[src/rtl/chc_map.svh]
`ifndef CHC_MAP_SVH
`define CHC_MAP_SVH

// ****************************************
// register offsets
// ****************************************
`define CHC_REG_INPUT_SOURCE 8'h00
`define CHC_REG_LINE_DRIVER 8'h01
`define CHC_REG_ADC_DETECT 8'h02
`define CHC_REG_LAST 8'h14
`define CHC_READ_BEYOND 8'hff
`define CHC_READ_OTHER 8'h00

// ****************************************
// reset values and watchdog restore masks
// ****************************************
`define CHC_RST_INPUT_SOURCE 8'h48
`define CHC_RST_LINE_DRIVER 8'h01
`define CHC_RST_ADC_DETECT 8'h1d
`define CHC_WD_INPUT_SOURCE 8'hc0
`define CHC_WD_LINE_DRIVER 8'hfe
`define CHC_WD_ADC_DETECT 8'he2

// ****************************************
// target addresses
// ****************************************
`define CHC_ADDR_HANDSHAKE 7'h6a
`define CHC_ADDR_PIN_SELECT 7'h6b

// ****************************************
// field positions
// ****************************************
`define CHC_BIT_CONVERSION_START_BUSY 7
`define CHC_BIT_CONV_CONT 6
`define CHC_BIT_BOOST_FREQUENCY_SELECT 5
`define CHC_BIT_FORCE_DET 1
`define CHC_BIT_AUTO_DET 0
`define CHC_LIMIT_MASK 8'h3f
`define CHC_ADC_HOST_MASK 8'h5d
`define CHC_ADC_BOOST_MASK 8'h7d

// ****************************************
// input current limit levels in mA
// ****************************************
`define CHC_LIMIT_OFFSET_MA 100
`define CHC_LIMIT_STEP_MA 50
`define CHC_LIMIT_500_MA 500
`define CHC_LIMIT_1500_MA 1500
`define CHC_LIMIT_3250_MA 3250

// ****************************************
// timing
// ****************************************
`define CHC_CLK_KHZ 100000
`define CHC_CONV_PERIOD_MS 1000
`define CHC_CONV_PERIOD_CYC (`CHC_CONV_PERIOD_MS * `CHC_CLK_KHZ)

`endif

[src/rtl/chc_pkg.sv]
package chc_pkg;

  // ****************************************
  // target engine states and byte phases
  // ****************************************
  typedef enum logic [2:0] {
    CHC_IDLE, CHC_RX, CHC_RX_ACK, CHC_TX, CHC_TX_ACK
  } chc_state_e;

  typedef enum logic [1:0] {
    CHC_PH_ADDR, CHC_PH_REG, CHC_PH_DATA
  } chc_phase_e;

  // source kinds reported by the detection logic
  typedef enum logic [2:0] {
    CHC_SRC_STANDARD, CHC_SRC_CHARGING, CHC_SRC_DEDICATED,
    CHC_SRC_HIGH_VOLT, CHC_SRC_UNKNOWN, CHC_SRC_NONSTANDARD
  } chc_src_e;

  // detection result carrier
  typedef struct packed {
    logic done;
    chc_src_e kind;
  } chc_det_s;

  // decoded control fields handed to the analog side
  typedef struct packed {
    logic input_high_impedance_enable;
    logic limit_pin_enable;
    logic [5:0] input_current_limit_code;
    logic [2:0] positive_line_driver_level;
    logic [2:0] negative_line_driver_level;
    logic line_short;
    logic twelve_volt_request_enable;
    logic power_limit_offset_select;
    logic conversion_continuous_select;
    logic boost_frequency_select;
    logic input_optimizer_enable;
    logic high_voltage_charger_handshake_enable;
    logic adjustable_adapter_handshake_enable;
    logic plugin_source_detection_enable;
  } chc_ctrl_s;

  // one register cell
  typedef struct packed {
    logic [7:0] q;
  } chc_cell_s;

  // whole state of the top module
  typedef struct packed {
    chc_state_e st;
    chc_phase_e ph;
    logic scl_q;
    logic sda_q;
    logic [7:0] sh;
    logic [2:0] cnt;
    logic seen;
    logic rw;
    logic [7:0] ptr;
    logic sda_drv;
    logic host_mode;
    logic adc_busy;
    logic det_busy;
    logic adc_pulse;
    logic det_pulse;
    logic cont_q;
    logic [31:0] tmr;
  } chc_top_s;

endpackage : chc_pkg

[src/rtl/chc_ctrl_regs.sv]
`timescale 1ns/100ps
`include "chc_map.svh"

module chc_ctrl_regs #(
  parameter bit HANDSHAKE_VARIANT = 1'b1,
  parameter int CONV_PERIOD_CYCLES = `CHC_CONV_PERIOD_CYC
) (
  input wire logic CORE_CLK,
  input wire logic SRST,
  input wire logic SCL_IN,
  input wire logic SDA_IN,
  output logic SDA_OUT,
  output logic SDA_OE,
  input wire logic REG_RESET,
  input wire logic WATCHDOG_EXPIRE,
  input wire logic BOOST_OUTPUT_ENABLE,
  input wire logic PLUGIN,
  input wire logic SOURCE_SELECT_PIN,
  input wire chc_pkg::chc_det_s DETECT_RESULT,
  input wire logic ADC_DONE,
  output logic ADC_START,
  output logic DETECT_START,
  output logic HOST_MODE,
  output chc_pkg::chc_ctrl_s CTRL
);
  import chc_pkg::*;

  // ****************************************
  // constants
  // ****************************************
  localparam logic [6:0] OWN_ADDR = HANDSHAKE_VARIANT ?
    `CHC_ADDR_HANDSHAKE : `CHC_ADDR_PIN_SELECT;
  localparam logic [31:0] PERIOD = 32'(CONV_PERIOD_CYCLES);
  localparam logic [5:0] LIM_500 = 6'((`CHC_LIMIT_500_MA -
    `CHC_LIMIT_OFFSET_MA) / `CHC_LIMIT_STEP_MA);
  localparam logic [5:0] LIM_1500 = 6'((`CHC_LIMIT_1500_MA -
    `CHC_LIMIT_OFFSET_MA) / `CHC_LIMIT_STEP_MA);
  localparam logic [5:0] LIM_3250 = 6'((`CHC_LIMIT_3250_MA -
    `CHC_LIMIT_OFFSET_MA) / `CHC_LIMIT_STEP_MA);

  chc_top_s r; // all state
  chc_top_s next_r; // next state
  chc_cell_s reg_src; // input source control
  chc_cell_s reg_drv; // data line driver control
  chc_cell_s reg_adc; // adc and detection control
  logic wr_en; // one-cycle host write strobe
  logic [7:0] wr_addr; // register being written
  logic [7:0] wr_data; // byte being written
  logic lim_ld; // detection result load
  logic [5:0] lim_val; // limit code to load
  logic [7:0] adc_mask; // writable stored bits of reg2

  // ****************************************
  // register read mux
  // ****************************************
  function automatic logic [7:0] read_reg(input logic [7:0] a,
                                          input chc_top_s s);
    logic [7:0] v;
    v = `CHC_READ_OTHER;
    if (a == `CHC_REG_INPUT_SOURCE) begin
      v = reg_src.q;
    end else if (a == `CHC_REG_LINE_DRIVER) begin
      v = reg_drv.q;
    end else if (a == `CHC_REG_ADC_DETECT) begin
      v = reg_adc.q;
      // busy flags replace the stored start and force bits
      v[`CHC_BIT_CONVERSION_START_BUSY] = s.adc_busy | s.det_busy;
      v[`CHC_BIT_FORCE_DET] = s.det_busy;
    end else if (a > `CHC_REG_LAST) begin
      v = `CHC_READ_BEYOND;
    end
    return v;
  endfunction : read_reg

  // ****************************************
  // detection result to limit code
  // ****************************************
  always_comb begin
    lim_ld = DETECT_RESULT.done & r.det_busy;
    lim_val = reg_src.q[5:0];
    if (HANDSHAKE_VARIANT) begin
      case (DETECT_RESULT.kind)
        CHC_SRC_STANDARD: lim_val = LIM_500;
        CHC_SRC_CHARGING: lim_val = LIM_1500;
        CHC_SRC_DEDICATED: lim_val = LIM_3250;
        CHC_SRC_HIGH_VOLT: lim_val = LIM_1500;
        CHC_SRC_UNKNOWN: lim_val = LIM_500;
        // non-standard adapters keep whatever is stored
        default: lim_val = reg_src.q[5:0];
      endcase
    end else begin
      lim_val = SOURCE_SELECT_PIN ? LIM_500 : LIM_3250;
    end
  end

  // boost frequency ignores host writes while boost runs
  assign adc_mask = BOOST_OUTPUT_ENABLE ? `CHC_ADC_HOST_MASK :
    `CHC_ADC_BOOST_MASK;

  // ****************************************
  // register cells
  // ****************************************
  chc_reg_cell #(
    .RESET_VAL(`CHC_RST_INPUT_SOURCE),
    .WD_MASK(`CHC_WD_INPUT_SOURCE)
  ) u_src (
    .clk(CORE_CLK),
    .srst(SRST),
    .reg_rst(REG_RESET),
    .wd_expire(WATCHDOG_EXPIRE),
    .we(wr_en && wr_addr == `CHC_REG_INPUT_SOURCE),
    .wmask(8'hff),
    .wdata(wr_data),
    .hw_ld(lim_ld),
    .hw_mask(`CHC_LIMIT_MASK),
    .hw_data({2'b00, lim_val}),
    .q(reg_src)
  );

  chc_reg_cell #(
    .RESET_VAL(`CHC_RST_LINE_DRIVER),
    .WD_MASK(`CHC_WD_LINE_DRIVER)
  ) u_drv (
    .clk(CORE_CLK),
    .srst(SRST),
    .reg_rst(REG_RESET),
    .wd_expire(WATCHDOG_EXPIRE),
    .we(wr_en && wr_addr == `CHC_REG_LINE_DRIVER),
    .wmask(8'hff),
    .wdata(wr_data),
    .hw_ld(1'b0),
    .hw_mask(8'h00),
    .hw_data(8'h00),
    .q(reg_drv)
  );

  chc_reg_cell #(
    .RESET_VAL(`CHC_RST_ADC_DETECT),
    .WD_MASK(`CHC_WD_ADC_DETECT)
  ) u_adc (
    .clk(CORE_CLK),
    .srst(SRST),
    .reg_rst(REG_RESET),
    .wd_expire(WATCHDOG_EXPIRE),
    .we(wr_en && wr_addr == `CHC_REG_ADC_DETECT),
    .wmask(adc_mask),
    .wdata(wr_data),
    .hw_ld(1'b0),
    .hw_mask(8'h00),
    .hw_data(8'h00),
    .q(reg_adc)
  );

  // ****************************************
  // target engine, conversion and detection
  // ****************************************
  always_comb begin
    logic rise;
    logic fall;
    logic start;
    logic stop;
    logic adc_req;
    logic det_req;
    logic cont;
    next_r = r;
    adc_req = 1'b0;
    det_req = 1'b0;
    wr_en = 1'b0;
    wr_addr = r.ptr;
    wr_data = r.sh;
    rise = SCL_IN & ~r.scl_q;
    fall = ~SCL_IN & r.scl_q;
    start = SCL_IN & r.scl_q & r.sda_q & ~SDA_IN;
    stop = SCL_IN & r.scl_q & ~r.sda_q & SDA_IN;
    cont = reg_adc.q[`CHC_BIT_CONV_CONT];
    next_r.scl_q = SCL_IN;
    next_r.sda_q = SDA_IN;
    next_r.adc_pulse = 1'b0;
    next_r.det_pulse = 1'b0;
    if (start) begin
      // start or repeated start always reopens address phase
      next_r.st = CHC_RX;
      next_r.ph = CHC_PH_ADDR;
      next_r.cnt = 3'd0;
      next_r.seen = 1'b0;
      next_r.sda_drv = 1'b0;
    end else if (stop) begin
      next_r.st = CHC_IDLE;
      next_r.sda_drv = 1'b0;
    end else begin
      case (r.st)
        CHC_IDLE: begin
          next_r.sda_drv = 1'b0;
        end
        CHC_RX: begin
          if (rise) begin
            next_r.sh = {r.sh[6:0], SDA_IN};
            next_r.cnt = r.cnt + 3'd1;
            next_r.seen = (r.cnt == 3'd7);
          end else if (fall && r.seen) begin
            next_r.seen = 1'b0;
            next_r.st = CHC_RX_ACK;
            next_r.sda_drv = 1'b1;
            case (r.ph)
              CHC_PH_ADDR: begin
                if (r.sh[7:1] != OWN_ADDR) begin
                  next_r.st = CHC_IDLE;
                  next_r.sda_drv = 1'b0;
                end
                next_r.rw = r.sh[0];
              end
              CHC_PH_REG: begin
                next_r.ptr = r.sh;
              end
              default: begin
                // data byte: write and step the pointer
                wr_en = 1'b1;
                next_r.ptr = r.ptr + 8'd1;
              end
            endcase
          end
        end
        CHC_RX_ACK: begin
          if (rise) begin
            next_r.seen = 1'b1;
          end else if (fall && r.seen) begin
            next_r.seen = 1'b0;
            next_r.cnt = 3'd0;
            next_r.sda_drv = 1'b0;
            next_r.st = CHC_RX;
            if (r.ph == CHC_PH_ADDR && r.rw) begin
              next_r.st = CHC_TX;
              next_r.sh = read_reg(r.ptr, r);
              next_r.sda_drv = ~next_r.sh[7];
              next_r.ptr = r.ptr + 8'd1;
            end else if (r.ph == CHC_PH_ADDR) begin
              next_r.ph = CHC_PH_REG;
            end else begin
              next_r.ph = CHC_PH_DATA;
            end
          end
        end
        CHC_TX: begin
          if (fall) begin
            next_r.cnt = r.cnt + 3'd1;
            if (r.cnt == 3'd7) begin
              next_r.st = CHC_TX_ACK;
              next_r.sda_drv = 1'b0;
            end else begin
              next_r.sh = {r.sh[6:0], 1'b0};
              next_r.sda_drv = ~r.sh[6];
            end
          end
        end
        CHC_TX_ACK: begin
          if (rise) begin
            next_r.seen = 1'b1;
            next_r.rw = ~SDA_IN; // host acknowledge kept here
          end else if (fall && r.seen) begin
            next_r.seen = 1'b0;
            next_r.cnt = 3'd0;
            if (r.rw) begin
              next_r.st = CHC_TX;
              next_r.sh = read_reg(r.ptr, r);
              next_r.sda_drv = ~next_r.sh[7];
              next_r.ptr = r.ptr + 8'd1;
            end else begin
              // not acknowledged: wait for stop or restart
              next_r.st = CHC_IDLE;
            end
          end
        end
        default: begin
          next_r.st = CHC_IDLE;
          next_r.sda_drv = 1'b0;
        end
      endcase
    end

    // any write puts the device under host control; expiry wins a tie
    if (WATCHDOG_EXPIRE) begin
      next_r.host_mode = 1'b0;
    end else if (wr_en) begin
      next_r.host_mode = 1'b1;
    end

    // conversion requests; host start ignored in continuous mode
    adc_req = wr_en && wr_addr == `CHC_REG_ADC_DETECT &&
      wr_data[`CHC_BIT_CONVERSION_START_BUSY] && !cont;
    next_r.cont_q = cont;
    if (!cont) begin
      next_r.tmr = 32'd0; // repeats stop, busy finishes alone
    end else if (r.tmr == 32'd0) begin
      next_r.tmr = PERIOD - 32'd1;
      adc_req = 1'b1;
    end else begin
      next_r.tmr = r.tmr - 32'd1;
    end
    if (ADC_DONE) begin
      next_r.adc_busy = 1'b0;
    end
    // a new start wins over a done in the same cycle
    if (adc_req && (!r.adc_busy || ADC_DONE)) begin
      next_r.adc_busy = 1'b1;
      next_r.adc_pulse = 1'b1;
    end

    // detection requests from the force bit or from plug-in
    det_req = (wr_en && wr_addr == `CHC_REG_ADC_DETECT &&
      wr_data[`CHC_BIT_FORCE_DET]) ||
      (PLUGIN && reg_adc.q[`CHC_BIT_AUTO_DET]);
    if (lim_ld) begin
      next_r.det_busy = 1'b0;
    end
    if (det_req && (!r.det_busy || lim_ld)) begin
      next_r.det_busy = 1'b1;
      next_r.det_pulse = 1'b1;
    end

    // register reset and watchdog drop both busy bits
    if (REG_RESET || WATCHDOG_EXPIRE) begin
      next_r.adc_busy = 1'b0;
      next_r.det_busy = 1'b0;
      next_r.tmr = 32'd0;
    end
  end

  // state register
  always_ff @(posedge CORE_CLK) begin
    if (SRST) begin
      r <= '0;
      r.st <= CHC_IDLE;
      r.ph <= CHC_PH_ADDR;
      r.scl_q <= 1'b1;
      r.sda_q <= 1'b1;
    end else begin
      r <= next_r;
    end
  end

  // ****************************************
  // outputs
  // ****************************************
  assign SDA_OUT = 1'b0;
  assign SDA_OE = r.sda_drv;
  assign ADC_START = r.adc_pulse;
  assign DETECT_START = r.det_pulse;
  assign HOST_MODE = r.host_mode;

  // field decode
  always_comb begin
    CTRL.input_high_impedance_enable = reg_src.q[7];
    CTRL.limit_pin_enable = reg_src.q[6];
    CTRL.input_current_limit_code = reg_src.q[5:0];
    CTRL.line_short = reg_drv.q[7:5] == 3'h7;
    CTRL.positive_line_driver_level = CTRL.line_short ? 3'h0 :
      reg_drv.q[7:5];
    CTRL.negative_line_driver_level = CTRL.line_short ? 3'h0 :
      (reg_drv.q[4:2] == 3'h7 ? 3'h6 : reg_drv.q[4:2]);
    CTRL.twelve_volt_request_enable = reg_drv.q[1];
    CTRL.power_limit_offset_select = reg_drv.q[0];
    CTRL.conversion_continuous_select = reg_adc.q[6];
    CTRL.boost_frequency_select = reg_adc.q[5];
    CTRL.input_optimizer_enable = reg_adc.q[4];
    CTRL.high_voltage_charger_handshake_enable =
      HANDSHAKE_VARIANT & reg_adc.q[3];
    CTRL.adjustable_adapter_handshake_enable =
      HANDSHAKE_VARIANT & reg_adc.q[2];
    CTRL.plugin_source_detection_enable = reg_adc.q[0];
  end

endmodule : chc_ctrl_regs

[src/rtl/chc_reg_cell.sv]
`timescale 1ns/100ps
`include "chc_map.svh"

// one 8-bit control register with reset, watchdog and hardware load
module chc_reg_cell #(
  parameter logic [7:0] RESET_VAL = 8'h00,
  parameter logic [7:0] WD_MASK = 8'h00
) (
  input wire logic clk,
  input wire logic srst,
  input wire logic reg_rst,
  input wire logic wd_expire,
  input wire logic we,
  input wire logic [7:0] wmask,
  input wire logic [7:0] wdata,
  input wire logic hw_ld,
  input wire logic [7:0] hw_mask,
  input wire logic [7:0] hw_data,
  output chc_pkg::chc_cell_s q
);
  import chc_pkg::*;

  chc_cell_s r; // stored value
  chc_cell_s next_r; // value for the next edge

  // ****************************************
  // next value
  // ****************************************
  always_comb begin
    next_r = r;
    if (reg_rst) begin
      next_r.q = RESET_VAL;
    end else if (wd_expire) begin
      // only the masked bits go back to default
      next_r.q = (r.q & ~WD_MASK) | (RESET_VAL & WD_MASK);
    end else begin
      if (we) begin
        next_r.q = (r.q & ~wmask) | (wdata & wmask);
      end
      // hardware result wins over a host write in the same cycle
      if (hw_ld) begin
        next_r.q = (next_r.q & ~hw_mask) | (hw_data & hw_mask);
      end
    end
  end

  // register with synchronous reset
  always_ff @(posedge clk) begin
    if (srst) begin
      r.q <= RESET_VAL;
    end else begin
      r <= next_r;
    end
  end

  assign q = r;

endmodule : chc_reg_cell
[config.mk]
export PLATFORM = sky130hd
export DESIGN_NAME = chc_ctrl_regs
export DESIGN_NICKNAME = d
export VERILOG_FILES = /design/src/rtl/chc_pkg.sv /design/src/rtl/chc_ctrl_regs.sv /design/src/rtl/chc_reg_cell.sv
export VERILOG_INCLUDE_DIRS = /design/src /design/src/rtl
export SDC_FILE = /design/constraint.sdc
export NUM_CORES = 1
export LEC_CHECK = 0
export BUFFER_PORTS_ARGS = -buffer_cell sky130_fd_sc_hd__buf_2
export CORE_UTILIZATION = 55
export CTS_CLUSTER_DIAMETER = 200
export CTS_CLUSTER_SIZE = 8
export DETAILED_ROUTE_END_ITERATION = 12
export PLACE_DENSITY = 0.74
export RECOVER_POWER = 25
export SLEW_MARGIN = 20
export SYNTH_ARGS = -nofsm -noshare
export SYNTH_HDL_FRONTEND = slang
export SYNTH_HIERARCHICAL = 1
export SYNTH_SLANG_ARGS = --single-unit
[constraint.sdc]
create_clock -name CORE_CLK -period 2.9 [get_ports CORE_CLK]
set_input_delay 0.725 -clock CORE_CLK [delete_from_list [all_inputs] [get_ports CORE_CLK]]
set_output_delay 0.725 -clock CORE_CLK [all_outputs]
set_load 0.05 [all_outputs]
Yosys cells after proc, flatten, opt, wreduce, memory -nomap -nowiden

Index checks and enable logic that the tools add are counted.

Bits of input ports: 14
Word-level logic and storage cells: 241
Output and inout bits: 28
Bits in registers: 90

Multiplexer cells: 91
Magnitude comparators: 1
Reductions and logical operators: 52
Equal/unequal tests: 42
Add/subtract/negate cells: 3
Bitwise logic cells: 28

Operators with widths:

| kind                                                                  | number |
|---|---|
| 8-bit two-way mux                                                     | 23 |
| 11-bit two-way mux                                                    | 5 |
| 9-bit two-way mux                                                     | 6 |
| 11-bit case mux with 4 select lines                                   | 1 |
| 3-bit two-way mux                                                     | 11 |
| 32-bit logical NOT                                                    | 1 |
| 4-bit inequality test, second input constant                          | 8 |
| 32-bit by 1-bit subtractor with 32-bit output, second input constant  | 1 |
| 2-bit inequality test, second input constant                          | 15 |
| 27-bit two-way mux                                                    | 1 |
| 1-bit two-way mux                                                     | 24 |
| 12-bit two-way mux                                                    | 2 |
| 8-bit case mux with 3 select lines                                    | 1 |
| 12-bit AND reduction                                                  | 2 |
| 6-bit case mux with 3 select lines                                    | 1 |
| 9-bit AND reduction                                                   | 2 |
| 8-bit case mux with 2 select lines                                    | 1 |
| 8-bit AND reduction                                                   | 2 |
| 3-bit equality test, second input constant                            | 5 |
| 3-bit case mux with 5 select lines                                    | 1 |
| 2-bit two-way mux                                                     | 7 |
| 1-bit inverter                                                        | 14 |
| 2-bit OR reduction                                                    | 7 |
| 3-bit by 2-bit equality test with 1-bit output, second input constant | 4 |
| other kinds (36)                                                      | 72 |

Longest topological paths before layout

Word-level depth: 16
Depth in mapped cells: 9
Gate-level depth less buffers: 7

Cells and area by module

Netlist, hierarchy kept.

By module, submodules not included:

| module                | instances | seq. area each (µm²) | cells an instance | area an instance (µm²) |
|---|---|---|---|---|
| chc_ctrl_regs         | 1         | 1321.3               | 532               | 4222.8 |
| chc_reg_cell at u_src | 1         | 160.2                | 54                | 483.0 |
| chc_reg_cell at u_drv | 1         | 160.2                | 54                | 454.2 |
| chc_reg_cell at u_adc | 1         | 160.2                | 53                | 437.9 |

Least setup slack after synthesis

Ideal clock, no wire load.

Path kind: input port to flip-flop
Start: input port SCL_IN
End: register r (netlist bit wr_data[1])
Buffers on the path: 2
Setup slack: 0.650 ns
Cell stages on the path: 7
Data arrival time: 2.173 ns
Library setup time: 0.077 ns
Required time: 2.823 ns
Cells stage by stage: buf_2 and4b_1 a21oi_2 o21ai_1 or4_1 buf_2 o22ai_1

Cells in the longest elaborated chain, start to end: 5
Elaborated cells between the ends (all ways): 18
Those cells by class: eq/ne: 6; bitwise: 10; reduce/logical: 2

Ends and longest elaborated chain:

| element                                                                         | line                                                             | text |
|---|---|---|
| start, declared                                                                 | chc_ctrl_regs.sv:10                                              | `input wire logic SCL_IN,` |
| 1-bit AND / 1-bit inverter (equally long branches)                              | chc_ctrl_regs.sv:173, chc_ctrl_regs.sv:174, chc_ctrl_regs.sv:172 |  |
| 1-bit AND (on tied branches)                                                    | chc_ctrl_regs.sv:173, chc_ctrl_regs.sv:172, chc_ctrl_regs.sv:174 |  |
| 1-bit AND (tied with other cells)                                               | chc_ctrl_regs.sv:173                                             | `start = SCL_IN & r.scl_q & r.sda_q & ~SDA_IN;` |
| 1-bit inverter (no source line) / 2-bit inequality test (equally long branches) | n/a                                                              |  |
| 12-bit AND reduction (no source line) (*)                                       | n/a                                                              |  |
| end signal, assigned                                                            | chc_ctrl_regs.sv:337                                             | `r <= next_r;` |
| end, declared                                                                   | chc_ctrl_regs.sv:41                                              | `chc_top_s r;` |

Mark *: on every way between the ends. The rest lies on a longest branch, timed or not.
A chain may end at the register's enable or synchronous reset.

Worst setup path in the final report

Start: register r[66] (netlist name)
End: register r (netlist bit wr_data[7])

Cells in the longest elaborated chain, start to end: 3
Elaborated cells between the ends (all ways): 16
Those cells by class: eq/ne: 13; mux: 1; reduce/logical: 2

Ends and longest elaborated chain:

| element                                                                             | line                 | text |
|---|---|---|
| 3-bit equality test (tied with other cells)                                         | chc_ctrl_regs.sv:191 | `case (r.st)` |
| 4-bit nonzero test (no source line) / 2-bit inequality test (equally long branches) | n/a                  |  |
| 12-bit AND reduction (no source line)                                               | n/a                  |  |

Parallel ways exist; a longest one is shown, timed or not.

==> reports/metrics.cfg <==
[outcome]
status=finished, violations left
violations=DRC

[clock_tree]
root_buffer=clkbuf_8
post_cts_buffers=0
h-tree-depth=3
clock_sinks=88
cts-resized-gates=0
cts_buffer_depth=2
clock_latency_ps=370
path_clk_slew_ps=100
cts_tree=done
cts-hold-fix-buffers=0
cts_buffers=9

[sta]
tightest_slew_ps=851
fmax_mhz=410
fin_ws_ps=463
maxSlewHeadroom_pct=43.2
clock_skew_ps=9.95
setup_viol=0
rsz0062_at_grt=no
hold_viol=0
setup_tns_ps=0
min_period_over_period_pct=84.0
min_period_ps=2440
report.final.slew_viol_count=0

[power_and_ir_drop]
p_per_area_mw_per_mm2=386
vdd_drop_max_mv=0.296
totalPowerFinal_w=0.00240
p_leak_nw=2.69

[worst_setup_path]
critPathLaunch=r[66]
slowest_stage=dfxtp_1
rrSetupSlack_ps=460
reg2reg_from=r[66]
crit_required_ps=3130
cp-endpoint=wr_data[7]
cpPeakStageDelay_ps=710
endpoint_kind=flop
cp_cell_sequence=xnor2_1 -> or2_2 -> o21ai_1 -> nor3_1 -> o22ai_1
critPathMaxFanout=17
arrival_ps=2660
crit_type=flop to flop
timing.rr.end=wr_data[7]
reg2reg_depth=5
cp-start-kind=flop

[placed_design]
hpwl_um=10600
gp_congestion=0.949
port_buffers=39
post_dp_cell_area_mm2=0.00603
place_ws_ps=357

[hold_path]
whs_path_depth=2
worstHoldPathType=flop to flop

[synth]
netlist_area_mm2=0.00550
yosysWarnings=6
syn_inst=681
postSynthAreaPerCell_um2=8.08

[die]
row_count=36
core_area_mm2=0.00973
die_area_mm2=0.0104
num_io_pins=42
die-height_um=102
die_w_um=102
start_util_pct=56.6

[routing]
drt_iter0_markers=379
first_pass_iters=10
antenna_left=0
drc=1
drt-total-wl_um=14700
post_drt_via_cell_ratio=5.94
wl_per_cell_um=16.2
vias=5396

[grt]
grt_use_total_pct=29.2
grt_max_degree=20
grt_pass1_wl_um=23600
grt_pass1_vias=4919
antenna_found_initial=0
overflow=0

[finish]
nets=792
syn_to_final_growth_pct=13.1
drive_above_1_share_pct=9.81
antennaDiodeCount=0
design_area_mm2=0.00622

[run]
max_cap_violations=0

## layout make-up
| class | instances | area (um^2) |
|---|---|---|
| multi-input combinational | 595 | 3700 |
| sequential | 88 | 1760 |
| timing repair buffer | 56 | 287 |
| clock inverter | 7 | 104 |
| fill | 883 | 3510 |
| tap | 133 | 166 |
| clock buffer | 9 | 124 |
| inverter | 20 | 75.1 |
## placed cells by master, fill, tap and decap left out, types with 11 or more instances in the layout
cell type	n
clkbuf_1	23
and2_1	11
a21oi_1	54
nor2b_1	17
a31oi_1	19
buf_2	19
nand3_1	14
buf_4	14
o21ai_0	24
nor3_1	23
xor2_1	15
nand2b_1	13
inv_1	20
mux2i_1	27
xnor2_1	11
conb_1	63
o22ai_1	12
a211oi_1	16
dfxtp_1	88
or3_1	11
nor2_1	41
nand2_1	67
## where the power goes
| part | internal [W] | switching (W) | total [W] | leakage [nW] |
|---|---|---|---|---|
| Sequential | 0.00122 | 0.0000117 | 0.00123 | 0.710 |
| Combinational | 0.0000617 | 0.000126 | 0.000188 | 1.87 |
| Clock | 0.000496 | 0.000493 | 0.000989 | 0.114 |
## registers in the layout, indices dropped and copies added (netlist names)
signal and count:
wr_addr 8, HOST_MODE 1, ADC_START 1, r 46, SDA_OE 1, DETECT_START 1
u_src/q 8, wr_data 8, u_drv/q 8, u_adc/q 6
## critical path, delay by kind of cell (launching register included)
| family | cells | cell delay (ps) |
|---|---|---|
| and+or+nand+nor | 2 | 950 |
| DFF | 1 | 710 |
| xor gates and xnor gates | 1 | 240 |
| AOI/OAI and AO/OA | 2 | 400 |
## metal layers
layer | routed length (um) | global-route usage (%) | vias to the layer above
met2 | 6910 | 48.6 | 203
met4 | 328 | 12.5 | 0
li1 | - | - | 2645
met1 | 6390 | 37.2 | 2515
met3 | 1070 | 4.92 | 33
met5 | 0 | 0 | -
## how the worst min path moves through the flow
stage / start / to / slack (ps)
after floorplan: r[0] / r[0] / 440
after global placement: r[0] / r[0] / 460
after detailed placement: r[51] / r[51] / 480
after CTS: r[51] / r[51] / 490
after global routing: r[51] / r[51] / 510
final: r[51] / r[51] / 490
## through the flow
stage                     util, %  hold slack [ps]  std cells
after floorplan                 -              441        742
after global placement       62.0              456        892
after detailed placement     62.0              476        892
after CTS                    64.3              489        908
after global routing         64.0              514        908
final                        64.0              489        908
(Power assumes the default switching activity.)
